### config.mk
export PLATFORM = sky130hd
export DESIGN_NAME = link_interrupt_enable
export DESIGN_NICKNAME = d
export VERILOG_FILES = /design/src/rtl/link_irq_pkg.sv /design/src/rtl/sticky_flag.sv /design/src/rtl/link_interrupt_enable.sv
export SDC_FILE = /design/constraint.sdc
export NUM_CORES = 1
export LEC_CHECK = 0
export ABC_AREA = 1
export ABC_CLOCK_PERIOD_IN_PS = 800
export CAP_MARGIN = 10
export CORE_MARGIN = 8
export CORE_UTILIZATION = 42
export CTS_BUF_LIST = sky130_fd_sc_hd__clkbuf_16
export CTS_CLUSTER_SIZE = 14
export DETAILED_ROUTE_END_ITERATION = 10
export DONT_BUFFER_PORTS = 1
export GPL_TIMING_DRIVEN = 0
export HOLD_SLACK_MARGIN = 0.06
export SLEW_MARGIN = 15
export SYNTH_ARGS = -nofsm -noshare
export SYNTH_HDL_FRONTEND = slang
export SYNTH_HIERARCHICAL = 1
export SYNTH_SLANG_ARGS = --single-unit
### constraint.sdc
create_clock -name i_clk -period 0.8 [get_ports i_clk]
set_clock_uncertainty 0.05 [all_clocks]
set_input_delay 0.2 -clock i_clk [delete_from_list [all_inputs] [get_ports i_clk]]
set_output_delay 0.2 -clock i_clk [all_outputs]
set_load 0.02 [all_outputs]
### src/rtl/link_irq_pkg.sv
/*
 * Constants shared by the link interrupt enable block: register offsets,
 * field positions and reset values.
 * Assumes the serial control bus slave decodes an 8-bit register address.
 */
package link_irq_pkg;

    // Register offsets on the serial control bus
    localparam logic [7:0] INTERRUPT_CONTROL_ADDR = 8'hC6;
    localparam logic [7:0] INTERRUPT_STATUS_ADDR = 8'hC7;

    // Field positions, shared by control and status; global enable is in control only
    localparam int INDIRECT_DONE_BIT = 7;
    localparam int RECEIVER_FOUND_BIT = 6;
    localparam int DOWNSTREAM_IRQ_BIT = 5;
    localparam int GLOBAL_ENABLE_BIT = 0;

    // Reset values
    localparam logic [7:0] INTERRUPT_CONTROL_RESET = 8'h00;
    localparam logic [7:0] INTERRUPT_STATUS_RESET = 8'h00;
    localparam logic [7:0] UNMAPPED_READ_VALUE = 8'h00;

    // Writable bits of the control register; reserved bits read as zero
    localparam logic [7:0] INTERRUPT_CONTROL_MASK = 8'hE1;

endpackage

### src/rtl/sticky_flag.sv
/*
 * One sticky event flag: set by a hardware event, cleared by software.
 * Assumes set and clear are single-cycle pulses synchronous to i_clk.
 */
`timescale 1ns/10ps
`default_nettype none

module sticky_flag
(
    input wire logic i_clk, // System clock
    input wire logic i_rst_n, // Asynchronous reset, active low
    input wire logic i_set, // Event pulse
    input wire logic i_clr, // Software clear pulse
    output logic o_flag // Registered flag
);

    // Whole state of the flag
    typedef struct packed {
        logic flag;
    } flag_state_s;

    flag_state_s state_q; // Registered state
    flag_state_s state_d; // Next state

    // Set beats clear so an event landing on the clear cycle survives
    always_comb
    begin
        state_d = state_q;
        if (i_set)
        begin
            state_d.flag = 1'b1;
        end
        else if (i_clr)
        begin
            state_d.flag = 1'b0;
        end
    end

    // State register
    always_ff @(posedge i_clk or negedge i_rst_n)
    begin
        if (!i_rst_n)
        begin
            state_q <= '0;
        end
        else
        begin
            state_q <= state_d;
        end
    end

    assign o_flag = state_q.flag;

endmodule

`default_nettype wire

### src/rtl/link_interrupt_enable.sv
/*
 * Interrupt enable control for a video link serializer: the
 * interrupt_control register, the read-only interrupt_status flags and
 * the gated interrupt output to the host controller.
 * Assumes a serial control bus slave outside this block turns bus
 * transactions into single-cycle read and write strobes with an 8-bit
 * address, all synchronous to i_clk, and takes read data one cycle later.
 * Assumes the receiver-detect qualify bit and the lock level come from
 * registers and status logic outside this block, already in this clock.
 */
// Contract
// - Interrupt output only while global enable set
// - Bit 7 enables indirect access done interrupt
// - Bit 6 enables receiver detected interrupt
// - Bit 5 forwards downstream receiver interrupt requests
// - Each cause has its own read-only status bit
// - Qualify bit adds receive lock to detection
`timescale 1ns/10ps
`default_nettype none

module link_interrupt_enable
(
    input wire logic i_clk, // System clock, 25 MHz
    input wire logic i_rst_n, // Asynchronous reset, active low
    input wire logic [7:0] i_reg_addr, // Register address
    input wire logic i_reg_wr, // Write strobe, one cycle
    input wire logic [7:0] i_reg_wdata, // Write data
    input wire logic i_reg_rd, // Read strobe, one cycle
    input wire logic i_indirect_done, // Indirect access completed, pulse
    input wire logic i_receiver_found, // Downstream receiver detected, pulse
    input wire logic i_rx_lock, // Receive lock from the receiver, level
    input wire logic i_receiver_found_qualify, // Require lock for detect
    input wire logic i_downstream_irq, // Downstream interrupt request, pulse
    output logic [7:0] o_reg_rdata, // Read data, valid with o_reg_rvalid
    output logic o_reg_rvalid, // Read data valid, one cycle
    output logic o_irq // Interrupt to host controller, active high
);

    // Whole registered state of the block; reserved control bits 4..1
    // are not stored at all, which saves flops and makes them read as
    // zero without any masking on the write path
    typedef struct packed {
        logic indirect_done_irq_enable; // Control bit 7
        logic receiver_found_irq_enable; // Control bit 6
        logic downstream_irq_enable; // Control bit 5
        logic global_irq_enable; // Control bit 0
        logic [7:0] rdata; // Read data holding register
        logic rvalid; // Read answer strobe
        logic irq; // Interrupt output register
    } ctrl_state_s;

    ctrl_state_s state_q; // Registered state
    ctrl_state_s state_d; // Next state

    // Address decode
    logic ctrl_sel; // Control register addressed
    logic status_sel; // Status register addressed
    logic status_rd; // Status read, clears the flags

    // Status flags from the sticky flag cells
    logic indirect_done_flag;
    logic receiver_found_flag;
    logic downstream_irq_flag;

    // Qualified detection event
    logic receiver_found_event;

    // Register images as a read would see them
    logic [7:0] status_image; // Status, reserved bits zero
    logic [7:0] control_image; // Control, reserved bits zero

    // Full 8-bit compare; loose decoding would alias other registers
    // of the shared bus onto these two
    assign ctrl_sel = (i_reg_addr == link_irq_pkg::INTERRUPT_CONTROL_ADDR);
    assign status_sel = (i_reg_addr == link_irq_pkg::INTERRUPT_STATUS_ADDR);

    // Reading the status clears it; the read returns the pre-clear value
    assign status_rd = i_reg_rd && status_sel;

    // With qualify set, detection alone is not enough: lock must be present
    // Limitation: lock is looked at on the detect cycle only; a lock that
    // comes later does not revive a dropped detection
    assign receiver_found_event = i_receiver_found &&
                                  (!i_receiver_found_qualify || i_rx_lock);

    // All three flags clear together on one status read; a cause firing
    // on the clearing edge itself is kept, since the flag cell lets the
    // set win, so no event slips between read and service routine
    // Indirect access done flag, set regardless of enable so it can be polled
    sticky_flag u_indirect_done_flag
    (
        .i_clk(i_clk),
        .i_rst_n(i_rst_n),
        .i_set(i_indirect_done),
        .i_clr(status_rd),
        .o_flag(indirect_done_flag)
    );

    // Receiver detected flag
    sticky_flag u_receiver_found_flag
    (
        .i_clk(i_clk),
        .i_rst_n(i_rst_n),
        .i_set(receiver_found_event),
        .i_clr(status_rd),
        .o_flag(receiver_found_flag)
    );

    // Downstream interrupt request flag
    sticky_flag u_downstream_irq_flag
    (
        .i_clk(i_clk),
        .i_rst_n(i_rst_n),
        .i_set(i_downstream_irq),
        .i_clr(status_rd),
        .o_flag(downstream_irq_flag)
    );

    // Status image, one bit per cause
    always_comb
    begin
        // Start from the reset image so spare bits stay zero
        status_image = link_irq_pkg::INTERRUPT_STATUS_RESET;
        status_image[link_irq_pkg::INDIRECT_DONE_BIT] = indirect_done_flag;
        status_image[link_irq_pkg::RECEIVER_FOUND_BIT] = receiver_found_flag;
        status_image[link_irq_pkg::DOWNSTREAM_IRQ_BIT] = downstream_irq_flag;
    end

    // Control image as read back
    always_comb
    begin
        // Unstored bits come from the zero base
        control_image = 8'h00;
        control_image[link_irq_pkg::INDIRECT_DONE_BIT] = state_q.indirect_done_irq_enable;
        control_image[link_irq_pkg::RECEIVER_FOUND_BIT] = state_q.receiver_found_irq_enable;
        control_image[link_irq_pkg::DOWNSTREAM_IRQ_BIT] = state_q.downstream_irq_enable;
        control_image[link_irq_pkg::GLOBAL_ENABLE_BIT] = state_q.global_irq_enable;
    end

    // Next state: register writes, read answer and interrupt output
    always_comb
    begin
        // Hold everything by default; the read answer is a one-cycle pulse
        state_d = state_q;
        state_d.rvalid = 1'b0;

        // Control writes; status writes are ignored since it is read-only
        if (i_reg_wr && ctrl_sel)
        begin
            // Only the four stored bits land; the rest of the byte is dropped
            state_d.indirect_done_irq_enable =
                i_reg_wdata[link_irq_pkg::INDIRECT_DONE_BIT];
            state_d.receiver_found_irq_enable =
                i_reg_wdata[link_irq_pkg::RECEIVER_FOUND_BIT];
            state_d.downstream_irq_enable =
                i_reg_wdata[link_irq_pkg::DOWNSTREAM_IRQ_BIT];
            state_d.global_irq_enable =
                i_reg_wdata[link_irq_pkg::GLOBAL_ENABLE_BIT];
        end

        // Reads answer one cycle later; unmapped offsets read as zero
        if (i_reg_rd)
        begin
            state_d.rvalid = 1'b1;
            if (ctrl_sel)
            begin
                // Mask keeps reserved bits zero even if the image grows
                state_d.rdata = control_image & link_irq_pkg::INTERRUPT_CONTROL_MASK;
            end
            else if (status_sel)
            begin
                // Pre-clear value; the flag cells clear on this same edge
                state_d.rdata = status_image;
            end
            else
            begin
                // Unmapped offsets still answer so the bus slave never stalls
                state_d.rdata = link_irq_pkg::UNMAPPED_READ_VALUE;
            end
        end

        // Output follows the flags one cycle late so it comes from a flop;
        // the enables are the live ones, so disabling drops it next cycle;
        // one cycle of latency is traded for a glitch-free pin
        state_d.irq = state_q.global_irq_enable &&
            ((indirect_done_flag && state_q.indirect_done_irq_enable) ||
             (receiver_found_flag && state_q.receiver_found_irq_enable) ||
             (downstream_irq_flag && state_q.downstream_irq_enable));
    end

    // State register; reset loads the defaults field by field, constants only
    always_ff @(posedge i_clk or negedge i_rst_n)
    begin
        if (!i_rst_n)
        begin
            state_q.indirect_done_irq_enable <=
                link_irq_pkg::INTERRUPT_CONTROL_RESET[link_irq_pkg::INDIRECT_DONE_BIT];
            state_q.receiver_found_irq_enable <=
                link_irq_pkg::INTERRUPT_CONTROL_RESET[link_irq_pkg::RECEIVER_FOUND_BIT];
            state_q.downstream_irq_enable <=
                link_irq_pkg::INTERRUPT_CONTROL_RESET[link_irq_pkg::DOWNSTREAM_IRQ_BIT];
            state_q.global_irq_enable <=
                link_irq_pkg::INTERRUPT_CONTROL_RESET[link_irq_pkg::GLOBAL_ENABLE_BIT];
            state_q.rdata <= link_irq_pkg::UNMAPPED_READ_VALUE;
            state_q.rvalid <= 1'b0;
            state_q.irq <= 1'b0;
        end
        else
        begin
            state_q <= state_d;
        end
    end

    // Outputs straight from flops
    // No logic after these flops, so the host sees clean edges
    assign o_reg_rdata = state_q.rdata;
    assign o_reg_rvalid = state_q.rvalid;
    assign o_irq = state_q.irq;

endmodule

`default_nettype wire

==> impl_summary.log, run 1 <==
[metrics] final count of hold timing violations: 13
[metrics] largest net degree at the start of global routing: 14
[metrics] Tot GR Track Use: 0.0981
[metrics] failing checks: hold timing, setup timing
[metrics] class of the most critical setup path: reg2out
[metrics] via count: 551
[metrics] global-route wire length before repair: 2560 um
[metrics] Final #Nets: 130
[metrics] slew at the pin with the worst max-slew slack: 0.568 ns
[metrics] post-cts hold buffer count: 8
[metrics] number of antenna violations at the first check in global routing: 0
[metrics] main combinational cell family by area after synthesis: simple AND/OR/NAND/NOR gates
[metrics] worst endpoint data arrival time: 0.69 ns
[metrics] via count of the first global-routing pass: 598
[metrics] Clock Path Buffers: 2
[metrics] synth warn: 6
[metrics] CP startpoint kind: flip-flop
[metrics] data required time at the worst endpoint: 0.55 ns
[metrics] Compound-Gate Fraction of Synth Area: 0.0463
[metrics] Power Density: 1840 nW/um^2
[metrics] Setup WS post-layout: -0.140 ns
[metrics] HPWL after detailed placement: 1090 um
[metrics] clock buffer count from CTS: 3
[metrics] fmax: 1.06 GHz
[metrics] P&R area growth vs syn: 39.2%
[metrics] worst hold path class: in2async
[metrics] number of distinct library cells after synthesis: 15
[metrics] worst-skew pair later-pin latency: 0.24 ns
[metrics] # rows: 14
[metrics] core occupancy in the finished layout: 0.634
[metrics] die width: 56.9 um
[metrics] setup violators final: 10
[metrics] average size of a mapped cell: 8.07 um^2
[metrics] clock root buffer: clkbuf_16
[metrics] H-tree Lvls: 1
[metrics] share of cells above drive strength 1: 0.288
[metrics] fraction of the cycle the final worst path needs: 1.17
[metrics] instance area after placement: 786 um^2
[metrics] effective utilization at floorplan: 0.455
[metrics] Post-Synthesis Cell Area: 702 um^2
[metrics] relative slew slack: 0.621
[metrics] clock tree from TritonCTS: built
[metrics] Sink Count: 13
[metrics] register bit count reported by yosys: 13
[metrics] remaining antenna violation count: 0
[metrics] DR DRC count: 0
[metrics] Lkg Pwr: 0.535 nW
[metrics] multiplexer share of the synthesized area: 0
[metrics] basic-gate share of the synthesized area counting and, or, nand and nor cells: 0.351
[metrics] count of buffers inserted at the top-level ports: 0
[metrics] post-synthesis cell count: 87
[metrics] result of the run: complete, but fails checks
[metrics] area of the die: 3240 um^2
[metrics] router iterations before antenna repair: 3
[metrics] max-cap violation count: 0
[metrics] Routed WL per cell: 12.0 um
[metrics] Design Area, Final: 977 um^2
[metrics] maximum fanout count along the critical path: 2
[metrics] clock-pin slew reported for the worst setup and hold paths after clock tree synthesis: 0.04 ns
[metrics] maximum resistive drop on vdd: 1.68 mV
[metrics] height of the die: 56.9 um
[metrics] antenna cells: 0
[metrics] max-slew violation count: 0
[metrics] number of fillers in the final layout: 145
[metrics] number of primary I/O pins: 35
[metrics] sequential-to-total area share from yosys stat: 0.463
[metrics] Via-to-Cell Ratio: 4.59
[metrics] overflow left after global routing: 0
[metrics] xor and xnor fraction of the mapped netlist area: 0
[metrics] Worst Reg-to-Reg Cells: 4
[metrics] synthesized-area fraction occupied by adder cells: 0
[metrics] RSZ-0062 raised after global routing: yes
[metrics] minimum clock period: 0.940 ns
[metrics] number of DRC violations after detailed-routing iteration 0: 2
[metrics] Worst path depth: 0
[metrics] drt total wl: 1440 um
[metrics] gp weighted congestion: 0.741
[metrics] smallest hold slack: -0.0350 ns
[metrics] category of the worst setup path capture point: primary output
[metrics] core area: 1540 um^2
[worst paths after layout]
path	slack, ns	start	end
max	-0.14	o_reg_rdata[5]	o_reg_rdata[5]
min	-0.03	i_rst_n	u_downstream_irq_flag/o_flag
max reg2reg	-0.01	u_downstream_irq_flag/o_flag	o_reg_rdata[5]
min reg2reg	0.45	u_receiver_found_flag/o_flag	u_receiver_found_flag/o_flag
max in group asynchronous	0.33	i_rst_n	o_irq
min in group i_clk	0.08	i_reg_wr	control_image[6]
[state kept, by name (all words and copies together) (netlist names)]
register and count:
u_downstream_irq_flag/o_flag 1, u_indirect_done_flag/o_flag 1, o_reg_rvalid 1, control_image 4, o_reg_rdata 4, o_irq 1, u_receiver_found_flag/o_flag 1
[synthesized netlist by cell type]
library cell  number  share of area
a21boi_0           1          0.011
buf_4              4          0.043
conb_1             1         0.0053
dfrtp_1           13           0.46
inv_1             15          0.080
inv_2              2          0.011
nand2_1           29           0.16
nand2_2            3          0.027
nand2_4            1          0.016
nand3_1            8          0.057
nand3_4            1          0.025
nor2_1             1         0.0053
nor2_2             1         0.0089
nor2_8             2          0.057
o21ai_1            5          0.036
[through the flow]
stage               power, mW  setup slack, ns  setup TNS [ns]  cells
finish                   1.79           -0.140          -0.838    120
global route             1.87           -0.154           -1.15    120
CTS                      1.80           -0.142           -2.10    118
detailed placement      0.828           -0.194           -1.06    106
global placement        0.827           -0.189           -1.07    106
floorplan               0.817           -0.127          -0.526     90
[what timing repair did]
action	4_1_cts	5_1_grt
hold endpoints to repair	23	13
pin swaps	2	7
gates resized for setup	6	3
buffers inserted	0	2
endpoints found under the setup margin	6	24
cloned	0	0
[where the power goes]
part / switching, mW / internal (mW)
clock network: 0.267 / 0.658
registers: 0.0153 / 0.674
logic: 0.0954 / 0.0832
[cell type report]
class | instances | area (um^2) | area share
Tap cell | 16 | 20.0 | 0.0205
Sequential cell | 13 | 333 | 0.341
Clock inverter | 1 | 3.75 | 0.00384
Timing Repair Buffer | 10 | 100 | 0.102
Multi-Input combinational cell | 56 | 328 | 0.335
Buffer | 4 | 30.0 | 0.0307
Clock buffer | 3 | 75.1 | 0.0768
Inverter | 17 | 87.6 | 0.0896
[per-layer routing]
layer	share of wire	vias to the layer above	global-route usage
met5	0	-	0
met4	0.0055	0	0.0302
met3	0.11	2	0.0719
met2	0.49	20	0.161
met1	0.39	244	0.0936
li1	-	285	-
[kinds of logic (layout without fill, tap and decap cells)]
logic type,after synthesis,count (layout)
other,1,4
AO/OA/AOI/OAI,6,6
AND/OR/NAND/NOR,46,46
flip-flops,13,13
buffers and inverters,21,35
[cell usage in the layout (no fill, tap or decap)]
| master | synthesis | final |
|---|---|---|
| inv_8 | 0 | 1 |
| o21ai_1 | 5 | 5 |
| inv_2 | 2 | 2 |
| nor2_2 | 1 | 1 |
| dfrtp_1 | 13 | 7 |
| a21boi_0 | 1 | 1 |
| nand2_4 | 1 | 2 |
| conb_1 | 1 | 4 |
| clkbuf_16 | 0 | 3 |
| nand3_2 | 0 | 1 |
| inv_1 | 15 | 14 |
| dfrtp_2 | 0 | 6 |
| nor2_4 | 0 | 1 |
| dlymetal6s4s_1 | 0 | 2 |
| nand2_8 | 0 | 1 |
| nand3_1 | 8 | 7 |
| nand2_1 | 29 | 28 |
| inv_16 | 0 | 1 |
| nand2_2 | 3 | 2 |
| buf_4 | 4 | 6 |
| dlygate4sd3_1 | 0 | 6 |
| nor2_8 | 2 | 2 |
| nand3_4 | 1 | 1 |
[worst register-to-register path, stage by stage, from the launching register on]
cell     delay, ns
dfrtp_1       0.40
nand3_1       0.10
nand2_1       0.06
nand2_1       0.06
nand2_1       0.04
Power figures use the tool's default switching activity.
==> run 2, diff against run 1 <==
--- a/config.mk
+++ b/config.mk
@@ -5,8 +5,6 @@
 export SDC_FILE = /design/constraint.sdc
 export NUM_CORES = 1
 export LEC_CHECK = 0
-export ABC_AREA = 1
-export ABC_CLOCK_PERIOD_IN_PS = 800
 export CAP_MARGIN = 10
 export CORE_MARGIN = 8
 export CORE_UTILIZATION = 42
==> impl_summary.log, run 2 <==
[metrics] # rows: 14 (unchanged)
[metrics] Routed WL per cell: 15.8 um (was 12.0 um)
[metrics] number of antenna violations at the first check in global routing: 0 (unchanged)
[metrics] leading cell type in the layout, fill and taps excluded: dfrtp_1 (was nand2_1)
[metrics] register bit count reported by yosys: 13 (unchanged)
[metrics] max-cap violation count: 0 (unchanged)
[metrics] fmax: 0.981 GHz (was 1.06 GHz)
[metrics] share of cells above drive strength 1: 0.435 (was 0.288)
[metrics] smallest hold slack: -0.0326 ns (was -0.0350 ns)
[metrics] worst hold path class: in2async (unchanged)
[metrics] post-synthesis cell count: 50 (was 87)
[metrics] Clock Path Buffers: 2 (unchanged)
[metrics] relative slew slack: 0.629 (was 0.621)
[metrics] category of the worst setup path capture point: flip-flop (was primary output)
[metrics] commonest non-fill, non-tap cells in the layout: 9 x dfrtp_1, 7 x buf_4 (was 28 x nand2_1, 14 x inv_1, 7 x nand3_1, 7 x dfrtp_1)
[metrics] failing checks: hold timing, setup timing (unchanged)
[metrics] minimum clock period: 1.02 ns (was 0.940 ns)
[metrics] final count of hold timing violations: 13 (unchanged)
[metrics] instance area after placement: 659 um^2 (was 786 um^2)
[metrics] sequential-to-total area share from yosys stat: 0.522 (was 0.463)
[metrics] HPWL after detailed placement: 1010 um (was 1090 um)
[metrics] Worst Reg-to-Reg Cells: 2 (was 4)
[metrics] core occupancy in the finished layout: 0.547 (was 0.634)
[metrics] CP startpoint kind: flip-flop (unchanged)
[metrics] maximum fanout count along the critical path: 3 (was 2)
[metrics] clock root buffer: clkbuf_16 (unchanged)
[metrics] data required time at the worst endpoint: 0.86 ns (was 0.55 ns)
[metrics] share of flip-flops with an asynchronous set or reset: 1.00 (unchanged)
[metrics] core area: 1450 um^2 (was 1540 um^2)
[metrics] ranking of synthesized cells by area: dfrtp_1 52%, mux2_4 9.6%, mux2i_1 4.8% (was dfrtp_1 46%, nand2_1 16%, inv_1 8.0%)
[metrics] reg-to-reg setup timing slack: -0.22 ns (was -0.01 ns)
[metrics] DR DRC count: 0 (unchanged)
[metrics] worst-skew pair later-pin latency: 0.23 ns (was 0.24 ns)
[metrics] Post-Synthesis Cell Area: 623 um^2 (was 702 um^2)
[metrics] end of the worst register-to-register path: o_irq (was o_reg_rdata[5])
[metrics] count of buffers inserted at the top-level ports: 0 (unchanged)
[metrics] source of the worst register-to-register timing path: control_image[5] (was u_downstream_irq_flag/o_flag)
[metrics] max-slew violation count: 0 (unchanged)
[metrics] Power Density: 2130 nW/um^2 (was 1840 nW/um^2)
[metrics] gp weighted congestion: 0.716 (was 0.741)
[metrics] effective utilization at floorplan: 0.429 (was 0.455)
[metrics] Lkg Pwr: 0.383 nW (was 0.535 nW)
[metrics] overflow left after global routing: 0 (unchanged)
[metrics] remaining antenna violation count: 0 (unchanged)
[metrics] die width: 54.5 um (was 56.9 um)
[metrics] number of distinct library cells after synthesis: 19 (was 15)
[metrics] prevailing post-synth register cell: dfrtp_1 (unchanged)
[metrics] largest net degree at the start of global routing: 14 (unchanged)
[metrics] global-route wire length before repair: 1880 um (was 2560 um)
[metrics] clock-pin slew reported for the worst setup and hold paths after clock tree synthesis: 0.04 ns (about the same)
[metrics] setup violators final: 18 (was 10)
[metrics] number of primary I/O pins: 35 (unchanged)
[metrics] via count: 405 (was 551)
[metrics] fraction of the cycle the final worst path needs: 1.27 (was 1.17)
[metrics] average size of a mapped cell: 12.5 um^2 (was 8.07 um^2)
[metrics] antenna cells: 0 (unchanged)
[metrics] class of the most critical setup path: reg2reg (was reg2out)
[metrics] share of the synthesized area in the top cell type: 0.522 (was 0.463)
[metrics] P&R area growth vs syn: 27.7% (was 39.2%)
[metrics] most used standard cell by instance count after synthesis: dfrtp_1 (was nand2_1)
[metrics] total power consumption of the routed design: 1.69 mW (was 1.79 mW)
[metrics] Design Area, Final: 796 um^2 (was 977 um^2)
[metrics] area of the die: 2970 um^2 (was 3240 um^2)
[metrics] height of the die: 54.5 um (was 56.9 um)
[metrics] via count of the first global-routing pass: 405 (was 598)
[metrics] Final #Nets: 88 (was 130)
[metrics] post-cts hold buffer count: 2 (was 8)
[metrics] clock buffer count from CTS: 3 (unchanged)
[metrics] maximum resistive drop on vdd: 2.23 mV (was 1.68 mV)
[metrics] Via-to-Cell Ratio: 5.19 (was 4.59)
[metrics] worst endpoint data arrival time: 1.08 ns (was 0.69 ns)
[metrics] number of DRC violations after detailed-routing iteration 0: 6 (was 2)
[metrics] Sink Count: 13 (unchanged)
[metrics] RSZ-0062 raised after global routing: yes (unchanged)
[metrics] drt total wl: 1230 um (was 1440 um)
[metrics] H-tree Lvls: 1 (unchanged)
[metrics] Setup WS post-layout: -0.219 ns (was -0.140 ns)
[metrics] Post-synth EDFFs: 0 (unchanged)
[metrics] router iterations before antenna repair: 4 (was 3)
[metrics] slew at the pin with the worst max-slew slack: 0.557 ns (was 0.568 ns)
[metrics] clock tree from TritonCTS: built (unchanged)
[metrics] Tot GR Track Use: 0.0917 (was 0.0981)
[metrics] synth warn: 6 (unchanged)
[metrics] biggest area consumer among synthesized cells: dfrtp_1 (unchanged)
[metrics] result of the run: complete, but fails checks (unchanged)
[metrics] Post-synth top cells: 13 x dfrtp_1, 5 x inv_1, 4 x buf_4, 4 x mux2_4 (was 29 x nand2_1, 15 x inv_1, 13 x dfrtp_1)
run 2: cell types whose count changed after synthesis, sizes merged, moves of 4 or more:
cell,delta
o21ai,-5
nand3,-9
mux2,+4
nand2,-33
inv,-11
run 2: per-layer routing:
metal,part of all wire,track usage,up-vias
li1,-,-,195
met1,0.35,0.0808,193
met2,0.54,0.160,17
met3,0.11,0.0707,0
met4,0,0.0246,0
met5,0,0,-
run 2: layout make-up:
class	count	area, um^2
inverter	6	22.5
buffer	4	30.0
timing repair buffer	5	45.0
clock inverter	1	3.75
clock buffer	3	75.1
fill	131	658
tap	16	20.0
sequential	13	330
multi-input combinational	30	269
run 2: repair_timing:
item                                    in CTS  in global routing
endpoints found under the hold margin       20                 19
resized for setup                            1                  5
pin swaps                                    4                  1
gates cloned                                 0                  0
endpoints found under the setup margin      18                 31
buffers inserted                             1                  2
run 2: per-stage QoR:
stage | hold slack [ns] | setup WS (ns) | std cells | setup TNS, ns
floorplan | -0.146 | -0.396 | 53 | -3.08
global placement | -0.145 | -0.434 | 69 | -3.69
detailed placement | -0.145 | -0.444 | 69 | -3.83
CTS | 0.00615 | -0.231 | 76 | -3.88
global route | -0.00243 | -0.262 | 78 | -3.31
finish | -0.0326 | -0.219 | 78 | -2.70
run 2: cell families (layout without fill, tap and decap cells):
logic type / count (synthesis) / after routing / share of synthesized area
and+or+nand+nor: 10 / 10 / 0.120
AOI/OAI and AO/OA: 9 / 9 / 0.123
muxes: 7 / 7 / 0.145
buffers and inverters: 10 / 19 / 0.0843
other: 1 / 4 / 0.00602
DFF: 13 / 13 / 0.522
run 2: worst max-delay path by stage:
stage	from	to	slack, ns	cells after the start
final	control_image[5]	o_irq	-0.22	2
after global routing	control_image[5]	o_irq	-0.26	2
after CTS	u_downstream_irq_flag/o_flag	o_irq	-0.23	2
after detailed placement	i_reg_addr[3]	control_image[0]	-0.44	3
after global placement	i_reg_addr[3]	control_image[5]	-0.43	3
after floorplan	i_reg_addr[3]	control_image[0]	-0.40	3
run 2: worst max-delay path: stages, from the launching register on:
cell	delay (ns)
dfrtp_1	0.39
a222oi_1	0.36
nor2b_1	0.09
run 2: power breakdown:
group / internal [mW] / switching (mW) / total, mW
Sequential: 0.675 / 0.0147 / 0.690
Combinational: 0.0590 / 0.0510 / 0.110
Clock: 0.655 / 0.238 / 0.893
